`src/logic/asma_pkg.sv`:
```
// Constants, types and register layout of the static memory sequencer.
// Assumes one clock (pclk, 10 MHz) shared by APB and memory port.
// Functional notes
// - Mode A toggles the output enable on reads; separate write timing only with extended mode set.
// - Modes 2 and B toggle address valid; separate write timing only with extended mode set.
// - Write timing is used only in extended mode, else writes use the read timing.
// - A read data phase lasts data phase length plus three clocks.
// - A write data phase lasts data phase length plus one clock.
// - A read address phase lasts address setup length plus one clock.
// - An extended-mode write address phase uses the write timing setup plus one clock.
// - Wait polarity counts only while bit 15 of bank control is set.
// - Memory outputs change only on rising pclk edges; the clock is not sent out.
// - Read data is sampled before chip select is released.
// - A write ends with one clock after the write strobe rises, address and data held.
package asma_pkg;
  localparam int MEM_ADDR_W = 26;
  localparam int MEM_DATA_W = 16;
  // APB byte offsets
  localparam logic [11:0] OFS_BANK = 12'h000;
  localparam logic [11:0] OFS_RTIM = 12'h004;
  localparam logic [11:0] OFS_WTIM = 12'h008;
  localparam logic [11:0] OFS_STAT = 12'h00C;
  // Bank control fields
  localparam int BANK_EN_BIT = 0;
  localparam int KIND_LSB = 2;
  localparam int WAIT_POL_BIT = 9;
  localparam int EXT_BIT = 14;
  localparam int WAIT_EN_BIT = 15;
  localparam logic [1:0] KIND_NOR = 2'h2;
  // Timing fields
  localparam int SETUP_LSB = 0;
  localparam int DATA_LEN_LSB = 8;
  localparam int ACCMODE_LSB = 28;
  // Writable bits; others read as zero
  localparam logic [31:0] BANK_MASK = 32'h0000_C37F;
  localparam logic [31:0] TIM_MASK = 32'h3000_FF0F;
  localparam logic [31:0] BANK_RST = 32'h0000_0000;
  localparam logic [31:0] TIM_RST = 32'h0000_FF0F;
  // Status bits
  localparam int STAT_BUSY = 0;
  localparam int STAT_NOR = 1;
  localparam int STAT_EXT = 2;
  // Extra cycles loaded into the phase counter
  localparam logic [8:0] RD_DATA_EXTRA = 9'h002;
  localparam logic [8:0] WR_DATA_EXTRA = 9'h000;

  typedef enum logic [1:0] {
    ST_IDLE = 2'b00,
    ST_ADDR = 2'b01,
    ST_DATA = 2'b11,
    ST_END = 2'b10
  } asma_state_e;

  typedef struct packed {
    logic write;
    logic [MEM_ADDR_W-1:0] addr;
    logic [MEM_DATA_W-1:0] wdata;
  } asma_req_s;

  typedef struct packed {
    logic [MEM_ADDR_W-1:0] addr;
    logic [MEM_DATA_W-1:0] dq_out;
    logic dq_oe_n;
    logic cs_n;
    logic oe_n;
    logic we_n;
    logic adv_n;
  } asma_mem_s;
endpackage
```
`src/logic/asma_ctrl.sv`:
```
// Asynchronous static memory sequencer: modes A, 2 and B, APB registers.
// Requests come from on-chip logic on pclk; memory pins are asynchronous.
`timescale 1ns/1ps
module asma_ctrl (
  input wire logic pclk,
  input wire logic presetn,
  input wire logic psel,
  input wire logic penable,
  input wire logic pwrite,
  input wire logic [11:0] paddr,
  input wire logic [31:0] pwdata,
  output logic [31:0] prdata,
  output logic pready,
  output logic pslverr,
  input wire logic req_valid,
  input wire asma_pkg::asma_req_s req,
  output logic req_ready,
  output logic rsp_valid,
  output logic [asma_pkg::MEM_DATA_W-1:0] rsp_rdata,
  output asma_pkg::asma_mem_s mem,
  input wire logic [asma_pkg::MEM_DATA_W-1:0] mem_dq_in,
  input wire logic mem_wait
);
  // ==========================================================
  // APB slave
  logic [31:0] bank_reg, rtim_reg, wtim_reg, prdata_reg;
  logic pready_reg, pslverr_reg;
  logic [31:0] rd_mux;
  logic st_busy;
  wire setup_ph = psel && !penable && !pready_reg;
  wire wr_acc = psel && penable && pready_reg && pwrite;
  wire hit_bank = paddr == asma_pkg::OFS_BANK;
  wire hit_rtim = paddr == asma_pkg::OFS_RTIM;
  wire hit_wtim = paddr == asma_pkg::OFS_WTIM;
  wire hit_stat = paddr == asma_pkg::OFS_STAT;
  wire mapped = hit_bank || hit_rtim || hit_wtim || hit_stat;
  wire ext_mode = bank_reg[asma_pkg::EXT_BIT];
  wire nor_kind = bank_reg[asma_pkg::KIND_LSB+:2] == asma_pkg::KIND_NOR;
  wire [31:0] stat_word = {29'h0, ext_mode, nor_kind, st_busy};

  always_comb begin
    rd_mux = 32'h0000_0000;
    if (hit_bank) rd_mux = bank_reg;
    if (hit_rtim) rd_mux = rtim_reg;
    if (hit_wtim) rd_mux = wtim_reg;
    if (hit_stat) rd_mux = stat_word;
  end

  // One wait-free access phase; unmapped addresses answer with pslverr
  always_ff @(posedge pclk or negedge presetn) begin
    if (!presetn) begin
      pready_reg <= 1'b0;
      pslverr_reg <= 1'b0;
      prdata_reg <= 32'h0000_0000;
    end else begin
      pready_reg <= setup_ph;
      pslverr_reg <= setup_ph && !mapped;
      prdata_reg <= (setup_ph && !pwrite) ? rd_mux : 32'h0000_0000;
    end
  end

  always_ff @(posedge pclk or negedge presetn) begin
    if (!presetn) begin
      bank_reg <= asma_pkg::BANK_RST;
      rtim_reg <= asma_pkg::TIM_RST;
      wtim_reg <= asma_pkg::TIM_RST;
    end else if (wr_acc) begin
      if (hit_bank) bank_reg <= pwdata & asma_pkg::BANK_MASK;
      if (hit_rtim) rtim_reg <= pwdata & asma_pkg::TIM_MASK;
      if (hit_wtim) wtim_reg <= pwdata & asma_pkg::TIM_MASK;
    end
  end

  assign prdata = prdata_reg;
  assign pready = pready_reg;
  assign pslverr = pslverr_reg;

  // ==========================================================
  // Pin synchronisers
  logic [asma_pkg::MEM_DATA_W-1:0] dq_s1, dq_s2;
  logic wait_s1, wait_s2;
  always_ff @(posedge pclk or negedge presetn) begin
    if (!presetn) begin
      dq_s1 <= 16'h0000;
      dq_s2 <= 16'h0000;
      wait_s1 <= 1'b0;
      wait_s2 <= 1'b0;
    end else begin
      dq_s1 <= mem_dq_in;
      dq_s2 <= dq_s1;
      wait_s1 <= mem_wait;
      wait_s2 <= wait_s1;
    end
  end

  // ==========================================================
  // Access sequencer
  asma_pkg::asma_state_e st_reg, st_next;
  asma_pkg::asma_mem_s mem_reg, mem_next;
  logic [8:0] cnt_reg, cnt_next;
  logic [31:0] lat_tim_reg, lat_tim_next;
  logic lat_wr_reg, lat_wr_next, lat_nor_reg, lat_nor_next;
  logic ready_reg, rsp_valid_reg;
  logic [asma_pkg::MEM_DATA_W-1:0] rdata_reg;

  wire take = (st_reg == asma_pkg::ST_IDLE) && req_valid && ready_reg;
  // Writes fall back to read timing outside extended mode
  wire [31:0] sel_tim =
    (req.write && ext_mode) ? wtim_reg : rtim_reg;
  wire [8:0] sel_setup = {5'h00, sel_tim[asma_pkg::SETUP_LSB+:4]};
  wire [8:0] lat_data_len = {1'b0, lat_tim_reg[asma_pkg::DATA_LEN_LSB+:8]};
  // Wait pin ignored unless its enable is set; polarity picks active level
  wire wait_act = bank_reg[asma_pkg::WAIT_EN_BIT] &&
                  (wait_s2 == bank_reg[asma_pkg::WAIT_POL_BIT]);
  wire stall = (st_reg == asma_pkg::ST_DATA) && wait_act;
  wire data_last = (st_reg == asma_pkg::ST_DATA) && !stall &&
                   cnt_reg == 9'h000;
  wire capture = data_last && !lat_wr_reg;
  assign st_busy = st_reg != asma_pkg::ST_IDLE;

  always_comb begin
    st_next = st_reg;
    cnt_next = cnt_reg;
    lat_tim_next = lat_tim_reg;
    lat_wr_next = lat_wr_reg;
    lat_nor_next = lat_nor_reg;
    case (st_reg)
      asma_pkg::ST_IDLE: begin
        if (take) begin
          st_next = asma_pkg::ST_ADDR;
          lat_tim_next = sel_tim;
          lat_wr_next = req.write;
          lat_nor_next = nor_kind;
          cnt_next = sel_setup;
        end
      end
      asma_pkg::ST_ADDR: begin
        if (cnt_reg == 9'h000) begin
          st_next = asma_pkg::ST_DATA;
          cnt_next = lat_wr_reg ?
                     lat_data_len + asma_pkg::WR_DATA_EXTRA :
                     lat_data_len + asma_pkg::RD_DATA_EXTRA;
        end else begin
          cnt_next = cnt_reg - 9'h001;
        end
      end
      asma_pkg::ST_DATA: begin
        if (data_last) begin
          st_next = asma_pkg::ST_END;
        end else if (!stall) begin
          cnt_next = cnt_reg - 9'h001;
        end
      end
      asma_pkg::ST_END: begin
        st_next = asma_pkg::ST_IDLE;
      end
      default: begin
        st_next = asma_pkg::ST_IDLE;
      end
    endcase
  end

  // Pin values follow the next state so every pin is a flop output
  always_comb begin
    mem_next = mem_reg;
    if (take) begin
      mem_next.addr = req.addr;
      mem_next.dq_out = req.wdata;
    end
    mem_next.cs_n = 1'b1;
    mem_next.oe_n = 1'b1;
    mem_next.we_n = 1'b1;
    mem_next.adv_n = 1'b1;
    mem_next.dq_oe_n = 1'b1;
    case (st_next)
      asma_pkg::ST_ADDR: begin
        mem_next.cs_n = 1'b0;
        mem_next.adv_n = !lat_nor_next;
        mem_next.dq_oe_n = !lat_wr_next;
      end
      asma_pkg::ST_DATA: begin
        mem_next.cs_n = 1'b0;
        mem_next.oe_n = lat_wr_next;
        // Last write cycle has strobe high: hold time for address and data
        mem_next.we_n = !(lat_wr_next && cnt_next != 9'h000);
        mem_next.dq_oe_n = !lat_wr_next;
      end
      default: begin
        mem_next.cs_n = 1'b1;
      end
    endcase
  end

  always_ff @(posedge pclk or negedge presetn) begin
    if (!presetn) begin
      st_reg <= asma_pkg::ST_IDLE;
      cnt_reg <= 9'h000;
      lat_tim_reg <= asma_pkg::TIM_RST;
      lat_wr_reg <= 1'b0;
      lat_nor_reg <= 1'b0;
      mem_reg <= '{addr: '0, dq_out: '0, default: 1'b1};
    end else begin
      st_reg <= st_next;
      cnt_reg <= cnt_next;
      lat_tim_reg <= lat_tim_next;
      lat_wr_reg <= lat_wr_next;
      lat_nor_reg <= lat_nor_next;
      mem_reg <= mem_next;
    end
  end

  // Refuse requests while the bank is disabled
  always_ff @(posedge pclk or negedge presetn) begin
    if (!presetn) begin
      ready_reg <= 1'b0;
      rsp_valid_reg <= 1'b0;
      rdata_reg <= 16'h0000;
    end else begin
      ready_reg <= (st_next == asma_pkg::ST_IDLE) &&
                   bank_reg[asma_pkg::BANK_EN_BIT];
      rsp_valid_reg <= data_last;
      if (capture) rdata_reg <= dq_s2;
    end
  end

  assign req_ready = ready_reg;
  assign rsp_valid = rsp_valid_reg;
  assign rsp_rdata = rdata_reg;
  assign mem = mem_reg;

  // ==========================================================
  // Checks
  logic [8:0] ph_cyc_reg;
  always_ff @(posedge pclk or negedge presetn) begin
    if (!presetn) ph_cyc_reg <= 9'h000;
    else if (st_next != st_reg) ph_cyc_reg <= 9'h000;
    else ph_cyc_reg <= ph_cyc_reg + 9'h001;
  end

  wire no_wait = !bank_reg[asma_pkg::WAIT_EN_BIT];
  wire [8:0] lat_setup_len = {5'h00, lat_tim_reg[asma_pkg::SETUP_LSB+:4]};
endmodule

```
`config.mk`:
```
export PLATFORM = sky130hd
export DESIGN_NAME = asma_ctrl
export DESIGN_NICKNAME = d
export VERILOG_FILES = /design/src/logic/asma_pkg.sv /design/src/logic/asma_ctrl.sv
export SDC_FILE = /design/constraint.sdc
export NUM_CORES = 1
export LEC_CHECK = 0
export BUFFER_PORTS_ARGS = -buffer_cell sky130_fd_sc_hd__clkbuf_2
export CORE_MARGIN = 4
export CORE_UTILIZATION = 40
export CTS_BUF_LIST = sky130_fd_sc_hd__clkbuf_2
export DETAILED_ROUTE_END_ITERATION = 12
export PLACE_DENSITY = 0.71
export SETUP_SLACK_MARGIN = 0.02
export SLEW_MARGIN = 5
export SYNTH_ARGS = -nofsm -noshare
export SYNTH_HDL_FRONTEND = slang
export SYNTH_SLANG_ARGS = --single-unit
```
`constraint.sdc`:
```
create_clock -name pclk -period 4.67 [get_ports pclk]
set_input_delay 0.467 -clock pclk [delete_from_list [all_inputs] [get_ports pclk]]
set_output_delay 0.467 -clock pclk [all_outputs]
set_load 0.02 [all_outputs]
```
Word-level counts from Yosys, hierarchy flattened
Index checks and enable logic that the tools add are counted.
{"block": "totals", "reg_bits": 201, "elab_cells": 101, "in_bits": 110, "out_inout_bits": 99}
{"block": "classes", "reduce_logical": 40, "eq_ne": 10, "n_mux": 24, "n_addsub": 2}
{"op": "$mux W30", "n": 3}
{"op": "$mux W9", "n": 5}
{"op": "$mux W16", "n": 2}
{"op": "$mux W32", "n": 1}
{"op": "$pmux W9 S3", "n": 1}
{"op": "$eq A12 B4 Y1 const B", "n": 2}
{"op": "$logic_and A1 B1 Y1", "n": 17}
{"op": "$eq A12 B3 Y1 const B", "n": 1}
{"op": "$logic_not A12 Y1", "n": 1}
{"op": "$add A8 B2 Y9 const B", "n": 1}
{"op": "$logic_not A1 Y1", "n": 9}
{"op": "$logic_not A9 Y1", "n": 1}
{"op": "$reduce_bool A9 Y1", "n": 1}
{"op": "$sub A9 B1 Y9 const B", "n": 1}
{"op": "$eq A2 B2 Y1 const B", "n": 4}
{"op": "$mux W2", "n": 4}
{"op": "$pmux W2 S4", "n": 1}
{"op": "$reduce_and A2 Y1", "n": 4}
{"op": "$mux W1", "n": 7}
{"op": "$eq A2 B1 Y1 const B", "n": 2}
{"op": "$logic_not A2 Y1", "n": 2}
{"op": "$logic_or A1 B1 Y1", "n": 3}
{"op": "$reduce_bool A2 Y1", "n": 1}
{"op": "$reduce_or A2 Y1", "n": 1}
{"op": "$eq A1 B1 Y1", "n": 1}

Longest topological paths before layout
Gate-level depths: netlist of run 1.
{"block": "logic_depth", "ltp_word": 12, "ltp_mapped": 8, "ltp_nobuf": 8}

Least setup slack after synthesis of run 1
OpenSTA, ideal clock, no wires.
{"block": "synth_path", "path_type": "input-to-reg", "from": "input paddr[5]", "to": "register rtim_reg[28]", "t_required_ns": 4.545, "t_arrival_ns": 2.425, "cell_stages": 6, "setup_ns": 0.125, "n_path_buf": 1, "path_slack_ns": 2.120, "path_cell_list": "or4_1 > nor4_2 > nand2b_1 > nor3_2 > buf_2 > mux2_2"}
{"block": "synth_via", "elab_chain_len": 2}
{"element": "start: declaration", "line": "asma_ctrl.sv:10", "source": "input wire logic [11:0] paddr,"}
{"element": "$eq A12 B3 Y1", "line": "asma_ctrl.sv:33", "source": "wire hit_rtim = paddr == asma_pkg::OFS_RTIM;"}
{"element": "$reduce_and A2 Y1 (no line)"}
{"element": "end signal: assignment", "line": "asma_ctrl.sv:65", "source": "rtim_reg <= asma_pkg::TIM_RST;"}
{"element": "end signal: assignment", "line": "asma_ctrl.sv:69", "source": "if (hit_rtim) rtim_reg <= pwdata & asma_pkg::TIM_MASK;"}
{"element": "end: declaration", "line": "asma_ctrl.sv:26", "source": "logic [31:0] bank_reg, rtim_reg, wtim_reg, prdata_reg;"}
Every way passes these cells.
A chain may end at the register's enable or synchronous reset.

==> flow_metrics.tcl, run 1 <==
set metrics [dict create \
    cts_inserted_buffers 17 \
    clock_path_buffers 2 \
    utilization 0.535 \
    synth_seq_cells 178 \
    worst_pin_slew_ns 0.897 \
    synthCells 619 \
    relSlewSlack 0.402 \
    io_pins 209 \
    end_kind "flip-flop" \
    yosys-top-cells-area "dfrtp_1 49%, dfstp_2 13%, mux2_2 8.7%" \
    filler_cell_count 1467 \
    mappedNetlistArea_um2 7210 \
    path_class "flip-flop to flip-flop" \
    cp.arrival_ns 3.47 \
    start_util 0.413 \
    setup-violations-final 0 \
    reg2reg_from "cnt_reg[0]$_DFF_PN0_" \
    cp-endpoint "mem[1]$_DFF_PN1_" \
    finalCritPeriodShare 0.604 \
    final_cells 1115 \
    cts_tree "yes" \
    cts_resized 0 \
    largest_register_ffs 47 \
    gp_congestion 0.845 \
    port_buffers 178 \
    hold_viol 0 \
    synth.yosys.seq_area_share 0.624 \
    cts_hold_buf 83 \
    preCtsSetupSlack_ns 1.81 \
    power_density_nw_per_um2 266 \
    max_freq_ghz 0.355 \
    r2r_slack_ns 1.85 \
    syn2layout_area_growth_pct 29.6 \
    syn_area_per_cell_um2 11.6 \
    crit_fanout 5 \
    dieHeight_um 142 \
    drt_iter0_drc 333 \
    synth-async-reset-ratio 1.00 \
    rsz0062_at_grt "no" \
    vias 5458 \
    rows 48 \
    drive_gt1_frac 0.359 \
    synth.top_cell.area_share 0.489 \
    fin_ws_ns 1.85 \
    worstSetupStartpoint "cnt_reg[0]$_DFF_PN0_" \
    cp-start-kind "flip-flop" \
    worst_clock_skew_ns 0.0449 \
    synth_edf_count 0 \
    place_area_um2 8280 \
    outcome "complete, no violations" \
    routedWlPerCell_um 15.4 \
    synth_flop_cell "dfrtp_1" \
    dr.pass1.iters 5 \
    clock-root-buffer "clkbuf_2" \
    coreArea_um2 17500 \
    stdcell_area_um2 9350 \
    cts_setup_buffers 0 \
    r2r_end "mem[1]$_DFF_PN1_" \
    ff2ff_path_depth 8 \
    drc 0 \
    dp_hpwl_um 11000 \
    vias_per_cell 4.90 \
    cts_num_sinks 178 \
    synthDistinctLibCells 56 \
    htreeDepth 4 \
    antenna_found_initial 0 \
    synth_most_common_cell "nand2_1" \
    grt_usage 0.172 \
    grt_max_degree 101 \
    timing.setup.tns_ns 0 \
    p_leak_nw 4.74 \
    peakVddDrop_uv 189 \
    finalMaxSlewViolations 0 \
    die_area_um2 20200 \
    grt_overflow 0 \
    finalWirelength_um 17100 \
    clk_latency_ns 0.75 \
    yosys.area.top_type "dfrtp_1" \
    die_x_um 142 \
    ant_nets 0 \
    place_inst 999 \
    finalCriticalPeriod_ns 2.82 \
    grt_pass1_wl_um 28000 \
    grt_pass1_vias 5646 \
    drv_cap 0 \
    cp_data_required_time_ns 5.32 \
    ys_warn_count 0 \
    final_nets 988 \
    cts.clk_slew.worst_paths_ns 0.29 \
    synth_common_cells "146 x nand2_1, 141 x dfrtp_1, 56 x mux2_2, 37 x dfstp_2, 35 x nor2_1" \
    hold_class "primary input to flip-flop" \
]
layout by cell type, fill, tap and decap left out, types with 3 or more instances in the layout:
cell type and n:
clkbuf_2 194, nand2_1 146, dfrtp_1 141, dlygate4sd3_1 83
mux2_2 56, dfstp_2 37, nor2_1 34, mux2i_1 21
a21oi_1 17, conb_1 15, inv_1 12, and2_1 8
o21ai_0 8, nand3_1 8, o22ai_1 8, or3_1 7
nor3_1 6, a22oi_1 6, inv_8 5, xor2_1 4
nor2b_1 4, xnor2_1 4, or4_1 4, buf_4 4
nor4_1 3, a211o_1 3, clkinvlp_4 3
report_power, final:
part | total (W) | internal [W] | switching (W)
combinational | 0.000157 | 0.0000793 | 0.0000777
clock | 0.000764 | 0.000167 | 0.000597
sequential | 0.00157 | 0.00156 | 0.00000406
metrics by stage:
stage | hold slack, ns | total power [W]
finish | 0.181 | 0.00249
global route | 0.124 | 0.00260
CTS | 0.101 | 0.00252
detailed placement | 0.336 | 0.00169
global placement | 0.331 | 0.00169
floorplan | 0.171 | 0.00162
routing by layer:
layer,up-vias,track usage,share of wire
met2,201,0.284,0.49
met5,-,0,0
met4,0,0.0641,0.020
met3,32,0.0497,0.074
li1,2575,-,-
met1,2650,0.215,0.41
area by class of cell:
class                      instances  area, um^2  area share
sequential                       178        4500       0.482
clock buffer                      17        85.1     0.00910
antenna                            1        2.50    0.000268
multi-input combinational        401        2510       0.268
inverter                          12        45.0     0.00482
clock inverter                    15         145      0.0155
timing repair buffer             266        1780       0.190
tap                              225         282      0.0301
critical path: stages (launching register included):
cell and delay, ns:
dfrtp_1 0.49, inv_1 0.07, ha_1 0.20, or4b_4 0.54, o22ai_1 0.29, nor3_1 0.09, a211o_1 0.31, or4_1 0.52
o31ai_2 0.21
cells by family (layout without fill, tap and decap cells):
logic type,count (synthesis),in the layout,share of synthesized area
compound gates,57,57,0.0521
xor+xnor,8,8,0.00972
fa+ha+maj,2,2,0.00347
buf+inv,54,310,0.0382
flops,178,178,0.624
mux,77,77,0.117
other cells,1,16,0.000520
simple gates,242,242,0.155
how the worst min path moves through the flow:
stage | startpoint | end | slack, ns | cells past startpoint
finish | req[42] | mem[2]$_DFF_PN1_ | 0.18 | 4
global route | req[42] | mem[2]$_DFF_PN1_ | 0.12 | 4
CTS | req[42] | mem[2]$_DFF_PN1_ | 0.10 | 4
detailed placement | wait_s1$_DFF_PN0_ | wait_s2$_DFF_PN0_ | 0.34 | 0
global placement | dq_s1[8]$_DFF_PN0_ | dq_s2[8]$_DFF_PN0_ | 0.33 | 0
floorplan | presetn | bank_reg[0]$_DFFE_PN0P_ | 0.17 | 0
Note: power is estimated with default switching activity, not from simulation.
==> run 2: changes to the inputs <==
==> constraint.sdc (replaced) <==
create_clock -name pclk -period 2.9 [get_ports pclk]
set_input_delay 0.29 -clock pclk [delete_from_list [all_inputs] [get_ports pclk]]
set_output_delay 0.29 -clock pclk [all_outputs]
set_load 0.02 [all_outputs]
==> run 2 against run 1 <==
Compared with the run above: global-route usage up 0.70 points; clock skew up 0.0012 ns; non-clock buffer count up 14; maximum frequency up 2.1%; critical path depth unchanged; utilization up 1.1 points; sequential cell count unchanged; final area up 2.1%; worst hold slack worse by 0.063 ns; power up 71%.
==> flow_metrics.tcl, run 2 (same netlist as run 1, synthesis figures left out) <==
set metrics [dict create \
    outcome "complete, no violations" \
    mostFrequentLayoutCells "194 x clkbuf_2, 146 x nand2_1, 141 x dfrtp_1" \
    diodes 0 \
    rsz0062_at_grt "no" \
    filler_cell_count 1450 \
    ant_nets 0 \
    port_buffers 178 \
    finalWirelength_um 17500 \
    cts_tree "yes" \
    reg2reg_from "cnt_reg[0]$_DFF_PN0_" \
    peakVddDrop_uv 279 \
    syn2layout_area_growth_pct 32.4 \
    io_pins 209 \
    finalMaxSlewViolations 0 \
    timing.setup.tns_ns 0 \
    grt_max_degree 70 \
    max_freq_ghz 0.362 \
    dr.pass1.iters 4 \
    setup-violations-final 0 \
    antenna_found_initial 0 \
    cp_data_required_time_ns 3.56 \
    vias_per_cell 4.86 \
    cts_num_sinks 178 \
    final_common_cell "clkbuf_2" \
    hold_viol 0 \
    path_class "flip-flop to flip-flop" \
    dieHeight_um 142 \
    clk_latency_ns 0.74 \
    cp.arrival_ns 3.42 \
    power_density_nw_per_um2 446 \
    drc 0 \
    final_nets 1002 \
    grt_pass1_vias 5720 \
    dp_hpwl_um 11200 \
    grt_usage 0.179 \
    routedWlPerCell_um 15.5 \
    drt_iter0_drc 324 \
    hold_class "primary input to flip-flop" \
    seqCellArea_um2 4500 \
    crit_fanout 6 \
    cts.clk_slew.worst_paths_ns 0.30 \
    die_x_um 142 \
    htreeDepth 4 \
    die_area_um2 20200 \
    cts_inserted_buffers 17 \
    finalCritPeriodShare 0.952 \
    stdcell_area_um2 9540 \
    multi_input_area_um2 2510 \
    drv_cap 0 \
    finalCriticalPeriod_ns 2.76 \
    p_leak_nw 4.85 \
    drive_gt1_frac 0.367 \
    grt_overflow 0 \
    clock_path_buffers 2 \
    grt_pass1_wl_um 29100 \
    coreArea_um2 17500 \
    place_area_um2 8360 \
    relSlewSlack 0.426 \
    cts_resized 0 \
    worst_pin_slew_ns 0.858 \
    gp_congestion 0.911 \
    worstSetupStartpoint "cnt_reg[0]$_DFF_PN0_" \
    end_kind "flip-flop" \
    largest_register_ffs 47 \
    clock-root-buffer "clkbuf_2" \
    min_from "paddr[3]" \
    rows 48 \
    start_util 0.413 \
    vias 5478 \
    worst_clock_skew_ns 0.0462 \
    cp-start-kind "flip-flop" \
]
-- run 2: critical path: stages (launching register included) --
cell	delay (ns)
dfrtp_1	0.49
inv_1	0.07
ha_1	0.21
or4b_4	0.53
nor2_8	0.17
nor4b_1	0.07
or4_4	0.49
or3_1	0.41
o31ai_2	0.23
-- run 2: worst paths after layout --
path	endpoint	slack [ns]	cells after the start
setup / recovery	mem[1]$_DFF_PN1_	0.14	8
hold / removal	prdata[3]$_DFF_PN0_	0.12	5
setup reg to reg	mem[1]$_DFF_PN1_	0.14	8
hold reg to reg	dq_s2[7]$_DFF_PN0_	0.35	0
max in group asynchronous	bank_reg[5]$_DFFE_PN0P_	0.94	4
min in group asynchronous	cnt_reg[0]$_DFF_PN0_	0.58	3
-- run 2: metal layers --
| layer | vias to the layer above | GRT usage | part of all wire |
|---|---|---|---|
| met1 | 2653 | 0.228 | 0.41 |
| li1 | 2605 | - | - |
| met3 | 27 | 0.0548 | 0.076 |
| met2 | 193 | 0.290 | 0.49 |
| met4 | 0 | 0.0641 | 0.019 |
| met5 | - | 0 | 0 |
-- run 2: cell type report --
type / count / share of cell area
inverter: 12 / 0.00472
clock buffer: 17 / 0.00891
tap: 225 / 0.0295
sequential: 178 / 0.472
multi-input combinational: 401 / 0.263
timing repair buffer: 280 / 0.198
clock inverter: 15 / 0.0243
-- run 2: repair_timing --
item / 4_1_cts / 5_1_grt
hold buffers: 87 / 0
setup buffers: 0 / 0
endpoints found under the hold margin: 258 / 0
-- run 2: power by group --
group / internal, W / switching, W
combinational: 0.000133 / 0.000127
sequential: 0.00252 / 0.00000658
clock: 0.000473 / 0.00100
-- run 2: stage by stage --
step,total power [W],setup slack [ns],utilization,std cells,hold slack (ns)
detailed placement,0.00273,0.228,0.478,1009,0.335
finish,0.00426,0.139,0.546,1128,0.118
global route,0.00446,0.0447,0.546,1128,0.0218
floorplan,0.00261,0.411,-,633,-0.00559
CTS,0.00432,0.153,0.546,1128,0.0112
global placement,0.00273,0.270,0.478,1009,0.332
==> run 3: changes to the inputs <==
--- a/config.mk
+++ b/config.mk
@@ -12,7 +12,6 @@
 export DETAILED_ROUTE_END_ITERATION = 12
 export PLACE_DENSITY = 0.71
 export SETUP_SLACK_MARGIN = 0.02
-export SLEW_MARGIN = 5
 export SYNTH_ARGS = -nofsm -noshare
 export SYNTH_HDL_FRONTEND = slang
 export SYNTH_SLANG_ARGS = --single-unit
==> constraint.sdc (replaced) <==
create_clock -name pclk -period 2.9 [get_ports pclk]
set_input_delay 0.58 -clock pclk [delete_from_list [all_inputs] [get_ports pclk]]
set_output_delay 0.58 -clock pclk [all_outputs]
set_load 0.02 [all_outputs]
==> run 3 against run 2 <==
Compared with the run above: non-clock buffer count down 12; register-to-register slack about the same; setup slack better by 0.011 ns; combinational power down 4%; largest power group unchanged; cell count down 1.1%; clock power down 7%; clock skew down 0.0021 ns; highest routed layer unchanged; sequential share of layout area up 0.73 points.
==> flow_metrics.tcl, run 3 (same netlist as run 1, synthesis figures left out) <==
set metrics [dict create \
    cts_tree "yes" \
    die_x_um 142 \
    die_area_um2 20200 \
    peakVddDrop_uv 305 \
    dr.pass1.iters 4 \
    drive_gt1_frac 0.371 \
    setup-violations-final 0 \
    grt_max_degree 86 \
    clock-root-buffer "clkbuf_2" \
    htreeDepth 4 \
    grt_overflow 0 \
    grt_pass1_vias 5722 \
    grt_usage 0.174 \
    cp.arrival_ns 3.40 \
    finalWirelength_um 16900 \
    antenna_found_initial 0 \
    worst_clock_skew_ns 0.0441 \
    multi_input_area_um2 2520 \
    place_area_um2 8340 \
    reg2reg_from "cnt_reg[0]$_DFF_PN0_" \
    outcome "complete, no violations" \
    cts_num_sinks 178 \
    clock_path_buffers 2 \
    finalCritPeriodShare 0.948 \
    gp_congestion 0.882 \
    worstSetupStartpoint "cnt_reg[0]$_DFF_PN0_" \
    crit_fanout 6 \
    cts_inserted_buffers 17 \
    coreArea_um2 17500 \
    power_density_nw_per_um2 440 \
    ant_nets 0 \
    drc 0 \
    largest_register_ffs 47 \
    cp_data_required_time_ns 3.54 \
    grt_pass1_wl_um 27900 \
    diodes 0 \
    filler_cell_count 1505 \
    path_class "flip-flop to flip-flop" \
    hold_depth 2 \
    port_buffers 178 \
    finalMaxSlewViolations 0 \
    hold_class "primary input to flip-flop" \
    max_freq_ghz 0.364 \
    end_kind "flip-flop" \
    cts.clk_slew.worst_paths_ns 0.27 \
    clk_latency_ns 0.75 \
    dp_hpwl_um 11400 \
    hold_viol 0 \
    ff2ff_path_depth 8 \
    final_nets 990 \
    routedWlPerCell_um 15.2 \
    timing.setup.tns_ns 0 \
    p_leak_nw 4.78 \
    start_util 0.413 \
    dieHeight_um 142 \
    seqCellArea_um2 4500 \
    drv_cap 0 \
    rows 48 \
    stdcell_area_um2 9400 \
    syn2layout_area_growth_pct 30.4 \
    vias 5457 \
    finalCriticalPeriod_ns 2.75 \
    rsz0062_at_grt "no" \
    cts_setup_buffers 0 \
    worst_pin_slew_ns 0.633 \
    final_common_cell "clkbuf_2" \
    io_pins 209 \
    relSlewSlack 0.574 \
    drt_iter0_drc 269 \
    cp-start-kind "flip-flop" \
    mostFrequentLayoutCells "194 x clkbuf_2, 146 x nand2_1, 141 x dfrtp_1" \
    min_from "pwdata[15]" \
    vias_per_cell 4.89 \
]
[run 3: changes by cell type in the layout (fill, tap and decap cells not counted), moves of 2 or more]
cell / change
clkinvlp_4: +2
clkinv_8: -5
buf_4: -2
dlygate4sd3_1: -10
[run 3: routing by layer]
| layer | part of all wire | vias up | track usage |
|---|---|---|---|
| met1 | 0.41 | 2674 | 0.212 |
| met3 | 0.074 | 25 | 0.0511 |
| met4 | 0.017 | 0 | 0.0556 |
| met2 | 0.50 | 187 | 0.297 |
| met5 | 0 | - | 0 |
| li1 | - | 2571 | - |
[run 3: final cells by class]
cell class | count | share of cell area
Sequential cell | 178 | 0.479
Multi-Input combinational cell | 401 | 0.268
Timing Repair Buffer | 268 | 0.189
Tap cell | 225 | 0.0300
Clock inverter | 15 | 0.0200
Clock buffer | 17 | 0.00905
Inverter | 12 | 0.00479
[run 3: path summary, 6_finish.rpt]
kind | endpoint | slack [ns]
setup / recovery | mem[1]$_DFF_PN1_ | 0.15
hold / removal | bank_reg[15]$_DFFE_PN0P_ | 0.11
setup reg to reg | mem[1]$_DFF_PN1_ | 0.15
hold reg to reg | dq_s2[5]$_DFF_PN0_ | 0.35
max in group asynchronous | lat_tim_reg[13]$_DFFE_PN1P_ | 1.77
min in group asynchronous | prdata[5]$_DFF_PN0_ | 0.29
[run 3: where the power goes]
part | internal (W) | total (W) | leakage, nW | switching (W)
sequential | 0.00252 | 0.00252 | 2.25 | 0.00000666
clock | 0.000436 | 0.00137 | 0.156 | 0.000931
combinational | 0.000125 | 0.000249 | 2.38 | 0.000124
total | 0.00308 | 0.00414 | 4.78 | 0.00106
[run 3: per-stage QoR]
| step | power [W] | util | instances | worst slack [ns] | hold WS, ns |
|---|---|---|---|---|---|
| after floorplan | 0.00261 | - | 633 | 0.237 | 0.284 |
| after global placement | 0.00273 | 0.477 | 1007 | 0.0465 | 0.331 |
| after detailed placement | 0.00273 | 0.477 | 1007 | 0.0195 | 0.335 |
| after CTS | 0.00420 | 0.537 | 1116 | 0.122 | 0.00901 |
| after global routing | 0.00432 | 0.538 | 1116 | 0.0336 | 0.00147 |
| final | 0.00414 | 0.538 | 1116 | 0.150 | 0.105 |
[run 3: critical path: stages (launching register included)]
cell	delay, ns
dfrtp_1	0.48
inv_1	0.08
ha_1	0.22
or4b_4	0.55
nor2_8	0.17
o31ai_1	0.10
a221o_1	0.31
or4_1	0.58
o31ai_2	0.21
[run 3: repair_timing]
action                                  CTS  global route
endpoints found under the hold margin   129             0
gates resized for setup                   0             3
hold buffers                             77             0
endpoints found under the setup margin    0             1
